**src/hdl/cfgio_pkg.sv**
```systemverilog
// shared constants for the configurable i/o port sequencer
package cfgio_pkg;
  localparam int NPIN         = 8;
  localparam int DATA_W       = 12;
  localparam int FRAME_W      = 16;
  localparam int CH_W         = 3;
  localparam int CNT_W        = 5;
  localparam int TMR_W        = 10;
  // timing
  localparam int CLK_PERIOD_PS = 4000;
  localparam int CONV_TIME_NS  = 2000;
  localparam int CONV_CYC      = (CONV_TIME_NS * 1000) / CLK_PERIOD_PS;
  // command word layout
  localparam int B_IS_DAC  = 15;
  localparam int ADDR_HI   = 14;
  localparam int ADDR_LO   = 11;
  localparam int CH_HI     = 14;
  localparam int CH_LO     = 12;
  localparam logic [CNT_W-1:0] FRAME_BITS = 5'h10;
  // control register addresses
  localparam logic [3:0] A_NOP      = 4'h0;
  localparam logic [3:0] A_DAC_RB   = 4'h1;
  localparam logic [3:0] A_ADC_SEQ  = 4'h2;
  localparam logic [3:0] A_GP_CTRL  = 4'h3;
  localparam logic [3:0] A_ADC_CFG  = 4'h4;
  localparam logic [3:0] A_DAC_CFG  = 4'h5;
  localparam logic [3:0] A_PULLDOWN = 4'h6;
  localparam logic [3:0] A_RB_LOAD  = 4'h7;
  localparam logic [3:0] A_GPO_CFG  = 4'h8;
  localparam logic [3:0] A_GPO_DATA = 4'h9;
  localparam logic [3:0] A_GPI_CFG  = 4'hA;
  localparam logic [3:0] A_PWR_DOWN = 4'hB;
  // field positions
  localparam int B_BUSY_EN   = 8;
  localparam int B_ADC_RANGE = 5;
  localparam int B_DAC_GAIN  = 4;
  localparam int B_GPIO_RD   = 10;
  localparam int B_REF_EN    = 9;
  localparam int B_RB_EN     = 6;
  localparam int RB_A_HI     = 5;
  localparam int RB_A_LO     = 2;
  localparam int DRB_EN_HI   = 4;
  localparam int DRB_EN_LO   = 3;
  localparam logic [1:0] DRB_ON = 2'h3;
  // load deferral modes
  localparam logic [1:0] LD_IMMED = 2'h0;
  localparam logic [1:0] LD_DEFER = 2'h1;
  localparam logic [1:0] LD_LOAD  = 2'h2;
  // reset values and flag pin
  localparam logic [7:0] PULLDOWN_RST = 8'hFF;
  localparam logic [2:0] LINK_RST     = 3'h2;
  localparam int FLAG_PIN = 7;
endpackage : cfgio_pkg

```
**src/hdl/cfgio_seq.sv**
```systemverilog
// configurable i/o port: serial command decode, dac, adc sequencer, gpio
//
// Notes on behaviour
// - each pin dac, adc, digital in or out
// - dac codes binary 0..4095, one shared gain
// - dac updates at once only while load mode is immediate
// - sequence write selects channels, first tracks
// - frame falls start conversions, ship previous result
// - result frame: zero, channel, twelve bits
// - conversion lasts 2 us, no overlap
// - flag pin low busy, high result ready
// - shared adc range bit D5, binary coding
// - dac plus adc pin: dac drives, converted
// - output-enabled pins driven from write data
// - gpio read bit sends input states next
// - in-and-out pin reports actual pin state
// - reference off at reset, D9 enables
// - D15 picks control write or dac write
// - shift on sclk falls, execute on sync rise
`timescale 1ns/1ps
module cfgio_seq
  import cfgio_pkg::*;
(
  input  wire logic                   i_clk,
  input  wire logic                   i_rst_n,
  input  wire logic                   i_sclk,
  input  wire logic                   i_sync_n,
  input  wire logic                   i_sdi,
  output logic                        o_sdo,
  input  wire logic [NPIN-1:0]        i_pin,
  output logic      [NPIN-1:0]        o_pin,
  output logic      [NPIN-1:0]        o_pin_oe,
  output logic      [NPIN*DATA_W-1:0] o_dac_code,
  output logic      [NPIN-1:0]        o_dac_en,
  output logic                        o_dac_gain,
  output logic      [NPIN-1:0]        o_adc_en,
  output logic                        o_adc_range,
  output logic      [CH_W-1:0]        o_adc_chan,
  output logic                        o_adc_track,
  output logic                        o_adc_busy,
  input  wire logic [DATA_W-1:0]      i_adc_result,
  output logic      [NPIN-1:0]        o_pulldown,
  output logic                        o_ref_en
);
  // next selected channel after cur, wrapping round
  function automatic logic [CH_W-1:0] next_chan(input logic [NPIN-1:0] mask,
                                                input logic [CH_W-1:0] cur);
    logic [CH_W-1:0] c;
    logic [CH_W-1:0] r;
    r = cur;
    c = cur;
    for (int k = 0; k < NPIN; k++) begin
      c = c + 3'h1;
      if (mask[c] && r == cur) begin
        r = c;
      end
    end
    return r;
  endfunction : next_chan

  ////////////////////////////////////////////////////////////////////////
  logic [2:0]          link_s;
  logic [NPIN-1:0]     pin_s;
  logic                sclk_prev_reg;
  logic                sync_prev_reg;
  logic                sclk_fall;
  logic                sync_fall;
  logic                sync_rise;
  logic [FRAME_W-1:0]  rx_reg;
  logic [FRAME_W-1:0]  tx_reg;
  logic [CNT_W-1:0]    cnt_reg;
  logic                exec;
  logic [3:0]          addr;
  logic [CH_W-1:0]     wch;
  logic [DATA_W-1:0]   in_reg  [NPIN];
  logic [DATA_W-1:0]   dac_reg [NPIN];
  logic [1:0]          ld_mode_reg;
  logic [NPIN-1:0]     seq_mask_reg;
  logic [NPIN-1:0]     adc_cfg_reg;
  logic [NPIN-1:0]     dac_cfg_reg;
  logic [NPIN-1:0]     gpo_cfg_reg;
  logic [NPIN-1:0]     gpo_data_reg;
  logic [NPIN-1:0]     gpi_cfg_reg;
  logic                busy_en_reg;
  logic                gpio_rd_reg;
  logic                rb_pend_reg;
  logic [3:0]          rb_addr_reg;
  logic                drb_pend_reg;
  logic [CH_W-1:0]     drb_ch_reg;
  logic [CH_W-1:0]     chan_reg;
  logic [CH_W-1:0]     conv_ch_reg;
  logic                busy_reg;
  logic [TMR_W-1:0]    tmr_reg;
  logic                res_valid_reg;
  logic [FRAME_W-1:0]  res_frame_reg;
  logic                conv_start;
  logic                conv_done;

  cfgio_sync2 #(.W(3), .RST_VAL(LINK_RST)) u_link_sync (
    .i_clk   (i_clk),
    .i_rst_n (i_rst_n),
    .i_d     ({i_sclk, i_sync_n, i_sdi}),
    .o_q     (link_s)
  );
  cfgio_sync2 #(.W(NPIN), .RST_VAL('0)) u_pin_sync (
    .i_clk   (i_clk),
    .i_rst_n (i_rst_n),
    .i_d     (i_pin),
    .o_q     (pin_s)
  );

  // edges of the link, found on the synchronised copies
  always_ff @(posedge i_clk or negedge i_rst_n) begin
    if (!i_rst_n) begin
      sclk_prev_reg <= 1'b0;
      sync_prev_reg <= 1'b1;
    end else begin
      sclk_prev_reg <= link_s[2];
      sync_prev_reg <= link_s[1];
    end
  end
  assign sclk_fall = sclk_prev_reg & ~link_s[2] & ~link_s[1];
  assign sync_fall = sync_prev_reg & ~link_s[1];
  assign sync_rise = ~sync_prev_reg & link_s[1];
  assign exec      = sync_rise && cnt_reg == FRAME_BITS;
  assign addr      = rx_reg[ADDR_HI:ADDR_LO];
  assign wch       = rx_reg[CH_HI:CH_LO];

  ////////////////////////////////////////////////////////////////////////
  // input shift; bits past the sixteenth are dropped
  always_ff @(posedge i_clk or negedge i_rst_n) begin
    if (!i_rst_n) begin
      rx_reg  <= '0;
      cnt_reg <= '0;
    end else if (sync_fall || sync_rise) begin
      cnt_reg <= '0;
    end else if (sclk_fall && cnt_reg != FRAME_BITS) begin
      rx_reg  <= {rx_reg[FRAME_W-2:0], link_s[0]};
      cnt_reg <= cnt_reg + 5'h01;
    end
  end

  // output word chosen at frame start; gpio read beats readback beats adc
  always_ff @(posedge i_clk or negedge i_rst_n) begin
    if (!i_rst_n) begin
      tx_reg <= '0;
    end else if (sync_fall) begin
      if (gpio_rd_reg) begin
        tx_reg <= {8'h00, pin_s & gpi_cfg_reg};
      end else if (drb_pend_reg) begin
        tx_reg <= {1'b1, drb_ch_reg, dac_reg[drb_ch_reg]};
      end else if (rb_pend_reg) begin
        tx_reg <= reg_value(rb_addr_reg);
      end else if (res_valid_reg) begin
        tx_reg <= res_frame_reg;
      end else begin
        tx_reg <= '0;
      end
    end else if (sclk_fall) begin
      tx_reg <= {tx_reg[FRAME_W-2:0], 1'b0};
    end
  end
  assign o_sdo = tx_reg[FRAME_W-1];

  function automatic logic [FRAME_W-1:0] reg_value(input logic [3:0] a);
    logic [FRAME_W-1:0] v;
    v = '0;
    unique case (a)
      A_ADC_SEQ:  v[NPIN-1:0] = seq_mask_reg;
      A_GP_CTRL:  v = {7'h00, busy_en_reg, 2'h0, o_adc_range, o_dac_gain, 4'h0};
      A_ADC_CFG:  v[NPIN-1:0] = adc_cfg_reg;
      A_DAC_CFG:  v[NPIN-1:0] = dac_cfg_reg;
      A_PULLDOWN: v[NPIN-1:0] = o_pulldown;
      A_GPO_CFG:  v[NPIN-1:0] = gpo_cfg_reg;
      A_GPO_DATA: v[NPIN-1:0] = gpo_data_reg;
      A_GPI_CFG:  v[NPIN-1:0] = gpi_cfg_reg;
      default:    v = '0;
    endcase
    return v;
  endfunction : reg_value

  ////////////////////////////////////////////////////////////////////////
  // control registers, written when a complete frame ends
  always_ff @(posedge i_clk or negedge i_rst_n) begin
    if (!i_rst_n) begin
      seq_mask_reg <= '0;
      adc_cfg_reg  <= '0;
      dac_cfg_reg  <= '0;
      gpo_cfg_reg  <= '0;
      gpo_data_reg <= '0;
      gpi_cfg_reg  <= '0;
      busy_en_reg  <= 1'b0;
      o_adc_range  <= 1'b0;
      o_dac_gain   <= 1'b0;
      o_pulldown   <= PULLDOWN_RST;
      o_ref_en     <= 1'b0;
      ld_mode_reg  <= LD_IMMED;
      rb_addr_reg  <= '0;
      drb_ch_reg   <= '0;
    end else if (exec && !rx_reg[B_IS_DAC]) begin
      unique case (addr)
        A_ADC_SEQ:  seq_mask_reg <= rx_reg[NPIN-1:0];
        A_GP_CTRL: begin
          busy_en_reg <= rx_reg[B_BUSY_EN];
          o_adc_range <= rx_reg[B_ADC_RANGE];
          o_dac_gain  <= rx_reg[B_DAC_GAIN];
        end
        A_ADC_CFG:  adc_cfg_reg  <= rx_reg[NPIN-1:0];
        A_DAC_CFG:  dac_cfg_reg  <= rx_reg[NPIN-1:0];
        A_PULLDOWN: o_pulldown   <= rx_reg[NPIN-1:0];
        A_RB_LOAD: begin
          ld_mode_reg <= rx_reg[1:0];
          rb_addr_reg <= rx_reg[RB_A_HI:RB_A_LO];
        end
        A_DAC_RB:   drb_ch_reg   <= rx_reg[CH_W-1:0];
        A_GPO_CFG:  gpo_cfg_reg  <= rx_reg[NPIN-1:0];
        A_GPO_DATA: gpo_data_reg <= rx_reg[NPIN-1:0];
        A_GPI_CFG:  gpi_cfg_reg  <= rx_reg[NPIN-1:0];
        A_PWR_DOWN: o_ref_en     <= rx_reg[B_REF_EN];
        default: ;
      endcase
    end
  end

  // one-shot read requests; set at frame end, used at the next frame start
  always_ff @(posedge i_clk or negedge i_rst_n) begin
    if (!i_rst_n) begin
      gpio_rd_reg  <= 1'b0;
      rb_pend_reg  <= 1'b0;
      drb_pend_reg <= 1'b0;
    end else if (exec && !rx_reg[B_IS_DAC]) begin
      gpio_rd_reg  <= gpio_rd_reg | (addr == A_GPI_CFG && rx_reg[B_GPIO_RD]);
      rb_pend_reg  <= rb_pend_reg | (addr == A_RB_LOAD && rx_reg[B_RB_EN]);
      drb_pend_reg <= drb_pend_reg
                      | (addr == A_DAC_RB && rx_reg[DRB_EN_HI:DRB_EN_LO] == DRB_ON);
    end else if (sync_fall) begin
      gpio_rd_reg  <= 1'b0;
      rb_pend_reg  <= gpio_rd_reg & rb_pend_reg;
      drb_pend_reg <= gpio_rd_reg & drb_pend_reg;
    end
  end

  ////////////////////////////////////////////////////////////////////////
  // dac input and output registers per channel
  for (genvar g = 0; g < NPIN; g++) begin : g_dac
    always_ff @(posedge i_clk or negedge i_rst_n) begin
      if (!i_rst_n) begin
        in_reg[g]  <= '0;
        dac_reg[g] <= '0;
      end else if (exec && rx_reg[B_IS_DAC] && wch == g) begin
        in_reg[g] <= rx_reg[DATA_W-1:0];
        if (ld_mode_reg == LD_IMMED) begin
          dac_reg[g] <= rx_reg[DATA_W-1:0];
        end
      end else if (exec && !rx_reg[B_IS_DAC] && addr == A_RB_LOAD
                   && rx_reg[1:0] == LD_LOAD) begin
        // a dac word whose code bits mimic a load command must not load
        dac_reg[g] <= in_reg[g];
      end
    end
    assign o_dac_code[g*DATA_W +: DATA_W] = dac_reg[g];
  end

  ////////////////////////////////////////////////////////////////////////
  // sequencer; a conversion start is refused while one is running
  assign conv_start = sync_fall && seq_mask_reg != '0 && !busy_reg;
  assign conv_done  = busy_reg && tmr_reg == '0;

  always_ff @(posedge i_clk or negedge i_rst_n) begin
    if (!i_rst_n) begin
      chan_reg    <= '0;
      conv_ch_reg <= '0;
    end else if (exec && !rx_reg[B_IS_DAC] && addr == A_ADC_SEQ) begin
      chan_reg <= next_chan(rx_reg[NPIN-1:0], 3'h7);
    end else if (conv_start) begin
      conv_ch_reg <= chan_reg;
      chan_reg    <= next_chan(seq_mask_reg, chan_reg);
    end
  end

  // conversion timer; counts the fixed conversion time
  always_ff @(posedge i_clk or negedge i_rst_n) begin
    if (!i_rst_n) begin
      busy_reg <= 1'b0;
      tmr_reg  <= '0;
    end else if (conv_start) begin
      busy_reg <= 1'b1;
      tmr_reg  <= TMR_W'(CONV_CYC - 1);
    end else if (conv_done) begin
      busy_reg <= 1'b0;
    end else if (busy_reg) begin
      tmr_reg <= tmr_reg - 10'h001;
    end
  end

  // result frame held until shipped; a new result wins over the send
  always_ff @(posedge i_clk or negedge i_rst_n) begin
    if (!i_rst_n) begin
      res_valid_reg <= 1'b0;
      res_frame_reg <= '0;
    end else if (conv_done) begin
      res_valid_reg <= 1'b1;
      res_frame_reg <= {1'b0, conv_ch_reg, i_adc_result};
    end else if (sync_fall && !gpio_rd_reg && !rb_pend_reg && !drb_pend_reg) begin
      res_valid_reg <= 1'b0;
    end
  end

  assign o_adc_busy  = busy_reg;
  assign o_adc_track = seq_mask_reg != '0 && !busy_reg;
  assign o_adc_chan  = busy_reg ? conv_ch_reg : chan_reg;
  assign o_adc_en    = adc_cfg_reg;
  assign o_dac_en    = dac_cfg_reg;

  ////////////////////////////////////////////////////////////////////////
  // pin drivers; dac owns a pin first, then the busy flag, then gpio
  always_comb begin
    o_pin    = gpo_data_reg;
    o_pin_oe = gpo_cfg_reg & ~dac_cfg_reg;
    // the flag gives way when the pin is a dac output
    if (busy_en_reg && !dac_cfg_reg[FLAG_PIN]) begin
      o_pin[FLAG_PIN]    = ~busy_reg;
      o_pin_oe[FLAG_PIN] = 1'b1;
    end
  end

  ////////////////////////////////////////////////////////////////////////
  logic [TMR_W-1:0] age_reg;
  always_ff @(posedge i_clk or negedge i_rst_n) begin
    if (!i_rst_n) begin
      age_reg <= '0;
    end else begin
      age_reg <= busy_reg ? age_reg + 10'h001 : '0;
    end
  end

  a_conv_time: assert property (@(posedge i_clk) disable iff (!i_rst_n)
    $fell(busy_reg) |-> $past(age_reg) == TMR_W'(CONV_CYC - 1))
    else $error("conversion length wrong");
  a_seq_start: assert property (@(posedge i_clk) disable iff (!i_rst_n)
    conv_start |=> busy_reg && conv_ch_reg == $past(chan_reg))
    else $error("conversion did not start on frame fall");
  a_seq_wrap: assert property (@(posedge i_clk) disable iff (!i_rst_n)
    conv_start |=> chan_reg == next_chan(seq_mask_reg, conv_ch_reg))
    else $error("sequence did not advance");
  a_frame_form: assert property (@(posedge i_clk) disable iff (!i_rst_n)
    $rose(res_valid_reg) |-> !res_frame_reg[FRAME_W-1]
      && res_frame_reg[CH_HI:CH_LO] == conv_ch_reg)
    else $error("result frame malformed");
  a_flag_pin: assert property (@(posedge i_clk) disable iff (!i_rst_n)
    busy_en_reg && !dac_cfg_reg[FLAG_PIN]
      |-> o_pin_oe[FLAG_PIN] && o_pin[FLAG_PIN] == !busy_reg)
    else $error("flag pin wrong");
  a_dac_immed: assert property (@(posedge i_clk) disable iff (!i_rst_n)
    exec && rx_reg[B_IS_DAC] && ld_mode_reg == LD_IMMED
      |=> dac_reg[$past(wch)] == $past(rx_reg[DATA_W-1:0]))
    else $error("dac not updated at once");
  a_dac_defer: assert property (@(posedge i_clk) disable iff (!i_rst_n)
    exec && rx_reg[B_IS_DAC] && ld_mode_reg == LD_DEFER
      |=> dac_reg[$past(wch)] == $past(dac_reg[wch]))
    else $error("deferred dac updated");
  a_gpo_drive: assert property (@(posedge i_clk) disable iff (!i_rst_n)
    ((o_pin ^ gpo_data_reg) & o_pin_oe & ~(NPIN'(busy_en_reg) << FLAG_PIN)) == '0)
    else $error("gpio output level wrong");
  a_ref_enable: assert property (@(posedge i_clk) disable iff (!i_rst_n)
    $rose(o_ref_en) |-> $past(exec && addr == A_PWR_DOWN && rx_reg[B_REF_EN]))
    else $error("reference enabled without write");
  a_gpio_read: assert property (@(posedge i_clk) disable iff (!i_rst_n)
    sync_fall && gpio_rd_reg |=> tx_reg == {8'h00, $past(pin_s & gpi_cfg_reg)})
    else $error("gpio readback wrong");
endmodule : cfgio_seq

```
**src/hdl/cfgio_sync2.sv**
```systemverilog
// two-stage synchroniser for inputs from outside the clock domain
`timescale 1ns/1ps
module cfgio_sync2 #(
  parameter int           W       = 1,
  parameter logic [W-1:0] RST_VAL = '0
) (
  input  wire logic         i_clk,
  input  wire logic         i_rst_n,
  input  wire logic [W-1:0] i_d,
  output logic      [W-1:0] o_q
);
  logic [W-1:0] meta_reg;

  // first stage feeds only the second
  always_ff @(posedge i_clk or negedge i_rst_n) begin
    if (!i_rst_n) begin
      meta_reg <= RST_VAL;
      o_q      <= RST_VAL;
    end else begin
      meta_reg <= i_d;
      o_q      <= meta_reg;
    end
  end
endmodule : cfgio_sync2

```
**config.mk**
```make
export PLATFORM = sky130hd
export DESIGN_NAME = cfgio_seq
export DESIGN_NICKNAME = d
export VERILOG_FILES = /design/src/hdl/cfgio_pkg.sv /design/src/hdl/cfgio_seq.sv /design/src/hdl/cfgio_sync2.sv
export SDC_FILE = /design/constraint.sdc
export NUM_CORES = 1
export LEC_CHECK = 0
export BUFFER_PORTS_ARGS = -buffer_cell sky130_fd_sc_hd__buf_2
export CORE_ASPECT_RATIO = 0.75
export CORE_MARGIN = 2
export CORE_UTILIZATION = 35
export CTS_CLUSTER_DIAMETER = 50
export DETAILED_ROUTE_END_ITERATION = 16
export PLACE_DENSITY = 0.52
export SLEW_MARGIN = 20
export SYNTH_ARGS = -nofsm -noshare
export SYNTH_HDL_FRONTEND = slang
export SYNTH_SLANG_ARGS = --single-unit
```
**constraint.sdc**
```tcl
create_clock -name i_clk -period 4.5 [get_ports i_clk]
set_input_delay 0.45 -clock i_clk [delete_from_list [all_inputs] [get_ports i_clk]]
set_output_delay 0.45 -clock i_clk [all_outputs]
set_load 0.02 [all_outputs]
```
==> results of run 1 <==
## worst paths after layout
check | slack [ns] | from | depth (start not counted) | end
max | 0.29 | chan_reg[0]$_DFFE_PN0P_ | 15 | chan_reg[2]$_DFFE_PN0P_
min | 0.03 | i_pin[5] | 1 | u_pin_sync.meta_reg[5]$_DFF_PN0_
max reg2reg | 0.29 | chan_reg[0]$_DFFE_PN0P_ | 15 | chan_reg[2]$_DFFE_PN0P_
min reg2reg | 0.34 | u_pin_sync.meta_reg[7]$_DFF_PN0_ | 0 | u_pin_sync.o_q[7]$_DFF_PN0_
max in group asynchronous | 2.79 | i_rst_n | 3 | tmr_reg[5]$_DFFE_PN0P_
min in group asynchronous | 0.55 | i_rst_n | 2 | o_dac_code[18]$_DFFE_PN0P_
## cell usage in the layout, fill, tap and decap left out, drive strengths merged, types with 5 or more instances in the layout
cell type and count:
dfrtp 347, mux2 280, buf 231, nand2 99, o21ai 64, nor2 63
clkbuf 57, a21oi 38, mux2i 36, mux4 26, inv 23, nor2b 20
xnor2 16, nand4 12, o221ai 11, a22o 11, dfstp 11, and3 10
a22oi 10, and2 10, a211oi 9, nor3b 9, ha 9, nand2b 8
o22ai 8, nor3 8, nand3b 7, clkinv 7, nand3 6, nor4 6
o211ai 6, a31oi 6, o21a 5, a221oi 5
## metrics by stage
stage / hold slack (ns) / area (um2) / std cells
2_1_floorplan: 0.154 / 16900 / 1349
5_1_grt: 0.0113 / 20000 / 2188
4_1_cts: 0.00744 / 19900 / 2185
3_5_place_dp: 0.335 / 18600 / 2115
6_report: 0.0251 / 20000 / 2188
3_3_place_gp: 0.336 / 18600 / 2115
## synth_stat cells, drive strengths merged (4+ instances only)
| library cell | instances |
|---|---|
| and2 | 10 |
| inv | 21 |
| nor2 | 63 |
| o211ai | 6 |
| a221oi | 5 |
| buf | 25 |
| nand2 | 99 |
| nor3b | 9 |
| mux2i | 36 |
| xnor2 | 16 |
| mux2 | 280 |
| nor3 | 8 |
| o221ai | 11 |
| nand3 | 6 |
| dfrtp | 347 |
| nand3b | 7 |
| nand2b | 8 |
| xor2 | 4 |
| a22o | 11 |
| and3 | 10 |
| or3 | 4 |
| nand4b | 4 |
| a211oi | 9 |
| mux4 | 26 |
| o22ai | 8 |
| a22oi | 10 |
| o21a | 5 |
| a21oi | 38 |
| nand4 | 12 |
| a31oi | 6 |
| clkbuf | 76 |
| nor2b | 20 |
| ha | 9 |
| nor4 | 6 |
| dfstp | 11 |
| o21ai | 64 |
| or2 | 4 |
## kinds of logic after synthesis
kind of cell	Yosys count	share of synthesized area (%)
compound gates	216	8.99
xor+xnor	21	1.30
fa+ha+maj	9	0.667
buf+inv	124	3.13
flops	358	53.1
mux	342	24.4
simple gates	279	8.38
## report_power, final
part	total [mW]	leakage, nW	internal, mW	switching [mW]
registers	3.35	4.85	3.28	0.0715
logic	0.339	4.22	0.0927	0.247
clock network	3.12	0.611	1.83	1.29
## routing by layer
| layer | up-vias | routed length [um] |
|---|---|---|
| li1 | 5255 | - |
| met1 | 6110 | 25300 |
| met2 | 300 | 21200 |
| met3 | 46 | 2660 |
| met4 | 0 | 617 |
| met5 | - | 0 |
## area by class of cell
| cell class | instances | area, um2 |
|---|---|---|
| Clock buffer | 57 | 1150 |
| Sequential cell | 358 | 8970 |
| Clock inverter | 10 | 87.6 |
| Fill cell | 4495 | 27500 |
| Timing Repair Buffer | 234 | 1400 |
| Tap cell | 639 | 800 |
| Multi-Input combinational cell | 867 | 7510 |
| Inverter | 23 | 86.3 |
## critical path: cells and delay by family, from the launching register on
family,cells,cell delay [ns]
DFF,1,0.38
xor gates and xnor gates,1,0.54
buffers and inverters,2,0.29
AOI/OAI and AO/OA,6,1.35
adders and majority gates,1,0.19
muxes,2,0.43
and+or+nand+nor,3,0.96
## what timing repair did
| item | CTS | global route |
|---|---|---|
| hold buffers | 3 | 0 |
| buffers inserted | 0 | 3 |
| pin swaps | 0 | 5 |
| setup endpoints to repair | 3 | 3 |
| hold endpoints to repair | 5 | 0 |
| gates resized for setup | 1 | 17 |
==> key figures, run 1 <==
Status
  – Outcome: completed

STA
  – Setup TNS: 0 ns
  – Actual slew at the worst max-slew pin: between 1 and 1.5 ns
  – Final min period: between 4 and 5 ns
  – Max Clock Freq: 238 MHz
  – Fin crit share: between 90% and 100%
  – Slew HR: a little under a third
  – Slew Viols, Final: 0
  – Final Worst Setup Slack: 0.292 ns
  – Hold Fails Final Rpt: 0
  – Final Setup Violations: 0
  – Skew final: roughly 0.014 ns

Logic synthesis
  – Dominant cell type by area after synthesis: dfrtp_1
  – EDFF count, synth: 0
  – Yosys Warn Count: 0
  – Ys async rst share: 100%
  – Post-synth top area share: roughly half
  – Top post-synthesis cells by area: dfrtp_1 51%, mux2_2 18%, mux4_2 3.5%
  – Seq/Total Area, Yosys: approximately 53%
  – Synthesized cell area: between 0.015 and 0.02 mm2
  – Main synth FF type: dfrtp_1
  – Syn avg cell area: about 13 um2
  – Yosys reg bits: approximately 360
  – Syn_nets: roughly 1,400
  – Cells after Synth: 1,349
  – Count of different cell masters after synthesis: 89

Floorplan
  – Core Box Area: between 0.04 and 0.05 mm2
  – Die area: around 0.050 mm2
  – # IOs: 170
  – Die Span X: 258 um
  – # rows: approximately 70
  – Initial Util: between 30 and 40%
  – Die height: about 200 um

Power and ir drop
  – VDD IR max: ~0.23 mV
  – PwrDens: roughly 340 mW/mm2
  – Overall power: between 6 and 7 mW
  – Leak: between 9 and 10 nW

Clocking
  – Worst skew pair latency: about 0.53 ns
  – CTS tree: yes
  – Worst-path clk slew: ~0.060 ns
  – Clock Sinks: ~360
  – Root buffer cell: clkbuf_16
  – CTS Buf Count: 37
  – Clock Tree Buf Depth: 3
  – H-tree level count: 2

Global routing
  – GRT Overall Usage: approximately a fifth
  – Initial antenna violation count: 0
  – Met3 Use GR: under 10%
  – Layer with the highest usage: met1
  – GRT overflow: 0
  – Largest net degree at the start of global routing: approximately 110
  – Vias in the first global route: 11,600
  – Routing usage on met2: 28.3%
  – Grt met1 use: a little under a third
  – First-pass GRT wire length: 75.9 mm

Cells and area
  – Share of layout cells above drive strength 1: a little over two fifths
  – Post-route core utilization: 42.1%
  – Layout area overhead: 18.4%
  – Inserted Diodes: 0
  – NumNets Final: 1,555

Critical path
  – Critical path class: reg2reg
  – Crit start category: flip-flop
  – Slowest stage cell, crit path: or4b_1
  – Crit Path Max Fanout: 13
  – Crit-path cells: inv_2 -> buf_8 -> ha_1 -> xnor3_2 -> or4b_1 -> a21oi_2 -> o22ai_1 -> o2111a_1 -> o21ai_0 -> nor4_1 -> a2111oi_4 -> nor3b_1 -> mux2_4 -> mux2i_1 -> a2bb2oi_2
  – Largest stage delay, worst path: between 0.5 and 0.6 ns
  – Crit path required time: 4.97 ns
  – CP endpoint kind: flip-flop
  – Worst EP arrival: 4.67 ns

Placement
  – Dpl hpwl: roughly 36 mm
  – GP Congestion: around 0.86
  – Pre-CTS WS: -0.0210 ns
  – Port Buffers: ~170

Detailed routing
  – Drt drc: 0
  – Routed WL: between 40 and 50 mm
  – Avg WL per Cell: about 23 um
  – Iteration-0 DRC Markers: ~750
  – Vias: between 10,000 and 15,000
  – TritonRoute pass-1 iters: 5
  – Post-DRT Antenna Nets: 0
  – DR vias/cell: approximately 5.4

Hold path
  – Hold Path Class: in2reg

Flow run
  – Max_cap viols: 0
No activity file was read; power rests on OpenSTA's default activity.
==> run 2: changes to the inputs <==
--- a/config.mk
+++ b/config.mk
@@ -6,12 +6,14 @@
 export NUM_CORES = 1
 export LEC_CHECK = 0
 export BUFFER_PORTS_ARGS = -buffer_cell sky130_fd_sc_hd__buf_2
+export CELL_PAD_IN_SITES_DETAIL_PLACEMENT = 1
+export CELL_PAD_IN_SITES_GLOBAL_PLACEMENT = 1
 export CORE_ASPECT_RATIO = 0.75
 export CORE_MARGIN = 2
 export CORE_UTILIZATION = 35
 export CTS_CLUSTER_DIAMETER = 50
 export DETAILED_ROUTE_END_ITERATION = 16
-export PLACE_DENSITY = 0.52
+export PLACE_DENSITY = 0.61
 export SLEW_MARGIN = 20
 export SYNTH_ARGS = -nofsm -noshare
 export SYNTH_HDL_FRONTEND = slang
==> key figures, run 2 (same netlist as run 1, synthesis figures left out) <==
Flow run
  – Max_cap viols: 0

Clocking
  – Worst skew pair latency: between 0.5 and 0.6 ns
  – CTS tree: yes
  – Clock Tree Buf Depth: 3
  – H-tree level count: 2
  – Worst-path clk slew: roughly 0.07 ns
  – Clock Sinks: approximately 360
  – CTS Buf Count: 37
  – Root buffer cell: clkbuf_16

Floorplan
  – Core Box Area: about 0.047 mm2
  – # rows: slightly below 70
  – Die area: approximately 0.05 mm2
  – # IOs: 170
  – Die height: just under 200 um
  – Initial Util: between 30% and 40%
  – Die Span X: about 260 um

Cells and area
  – NumNets Final: ~1,600
  – Share of layout cells above drive strength 1: roughly 42%
  – Layout area overhead: 18.6%
  – Commonest cells after routing, fill and taps aside: 345 x dfrtp_1, 275 x mux2_2, 168 x buf_2, 99 x nand2_1, 61 x buf_4
  – Most common cell after layout, fill and taps aside: dfrtp_1
  – Filler cells: 5,064
  – Final cell count without fillers: 2,186
  – Inserted Diodes: 0

Critical path
  – Worst EP arrival: around 4.8 ns
  – Crit start category: flip-flop
  – Largest stage delay, worst path: 0.56 ns
  – Critical path class: reg2reg
  – Bufs and invs on worst path: 2
  – Crit-path cells: inv_1 -> ha_1 -> buf_12 -> mux4_2 -> or4b_1 -> a21oi_2 -> o22ai_1 -> o2111a_1 -> o21ai_0 -> nor3_1 -> a2111oi_4 -> nor3b_1 -> mux2_4 -> mux2i_1 -> a2bb2oi_2
  – Crit Path Max Fanout: 23
  – Slowest stage cell, crit path: or4b_1
  – Crit path required time: approximately 5 ns
  – CP endpoint kind: flip-flop
  – Critical path's top delay family: compound AO/OA/AOI/OAI gates

STA
  – Worst hold margin: approximately 0.026 ns
  – Hold Fails Final Rpt: 0
  – Setup TNS: 0 ns
  – Slew HR: about a third
  – Final Setup Violations: 0
  – Max Clock Freq: between 200 and 250 MHz
  – Skew final: about 0.011 ns
  – Actual slew at the worst max-slew pin: 0.992 ns
  – Fin crit share: a little over nine tenths
  – Final min period: about 4.3 ns
  – Final Worst Setup Slack: ~0.19 ns
  – Slew Viols, Final: 0

Global routing
  – First-pass GRT wire length: a little under 80 mm
  – GRT overflow: 0
  – GRT Overall Usage: between 20% and 30%
  – Initial antenna violation count: 2
  – Largest net degree at the start of global routing: approximately 110
  – Vias in the first global route: ~12,000

Detailed routing
  – Vias: 11,800
  – Avg WL per Cell: about 24 um
  – DR vias/cell: approximately 5.4
  – Post-DRT Antenna Nets: 0
  – Routed WL: about 52 mm
  – Drt drc: 0
  – Iteration-0 DRC Markers: between 700 and 800
  – TritonRoute pass-1 iters: 5

Status
  – Outcome: completed

Placement
  – Pre-CTS WS: 0.0802 ns
  – Dpl hpwl: 37.6 mm
  – DP Cell Count: between 2,000 and 2,500
  – GP Congestion: ~0.80
  – Port Buffers: between 150 and 200

Power and ir drop
  – Overall power: just under 7 mW
  – VDD IR max: approximately 0.19 mV
  – Leak: around 9.7 nW
  – PwrDens: ~350 mW/mm2

Hold path
  – Hold Path Class: in2reg
run 2: per-layer routing:
layer	routed length [um]	vias up	track usage (%)
met3	2340	47	2.94
met1	26500	6246	32.7
met2	22700	239	30.7
li1	-	5246	-
met4	605	0	3.19
met5	0	-	0
run 2: stage by stage:
stage	util [%]	area [um2]
after global placement	39.2	18600
after floorplan	-	16900
after detailed placement	39.2	18600
after global routing	42.2	20000
final	42.2	20000
after CTS	41.9	19900
run 2: area by class of cell:
cell class                      instances  area, um2  area share, %
Clock buffer                           49       1040           5.20
Sequential cell                       358       8980           44.8
Multi-Input combinational cell        867       7490           37.4
Tap cell                              639        800           3.99
Inverter                               23       86.3          0.431
Clock inverter                         14        226           1.13
Timing Repair Buffer                  236       1420           7.06
run 2: worst paths after layout:
kind / from / to / slack [ns] / cells after the start
max in group asynchronous: i_rst_n / o_pulldown[3]$_DFFE_PN1P_ / 2.91 / 3
worst min-delay path: i_sync_n / u_link_sync.meta_reg[1]$_DFF_PN1_ / 0.03 / 1
worst max register to register: chan_reg[0]$_DFFE_PN0P_ / chan_reg[2]$_DFFE_PN0P_ / 0.19 / 15
worst max-delay path: chan_reg[0]$_DFFE_PN0P_ / chan_reg[2]$_DFFE_PN0P_ / 0.19 / 15
min in group asynchronous: i_rst_n / o_dac_code[33]$_DFFE_PN0P_ / 0.57 / 2
worst min register to register: u_pin_sync.meta_reg[5]$_DFF_PN0_ / u_pin_sync.o_q[5]$_DFF_PN0_ / 0.35 / 0
run 2: where the power goes:
part | internal (mW) | leakage (nW) | switching, mW | total [mW]
registers | 3.28 | 4.85 | 0.0889 | 3.37
clock network | 1.97 | 0.630 | 1.30 | 3.27
logic | 0.0928 | 4.22 | 0.237 | 0.330
total | 5.34 | 9.69 | 1.62 | 6.96
run 2: timing repair:
action | in CTS | in global routing
hold buffers | 1 | 0
resized for setup | 0 | 15
setup buffers | 0 | 6
setup endpoints to repair | 0 | 3
hold endpoints to repair | 1 | 0
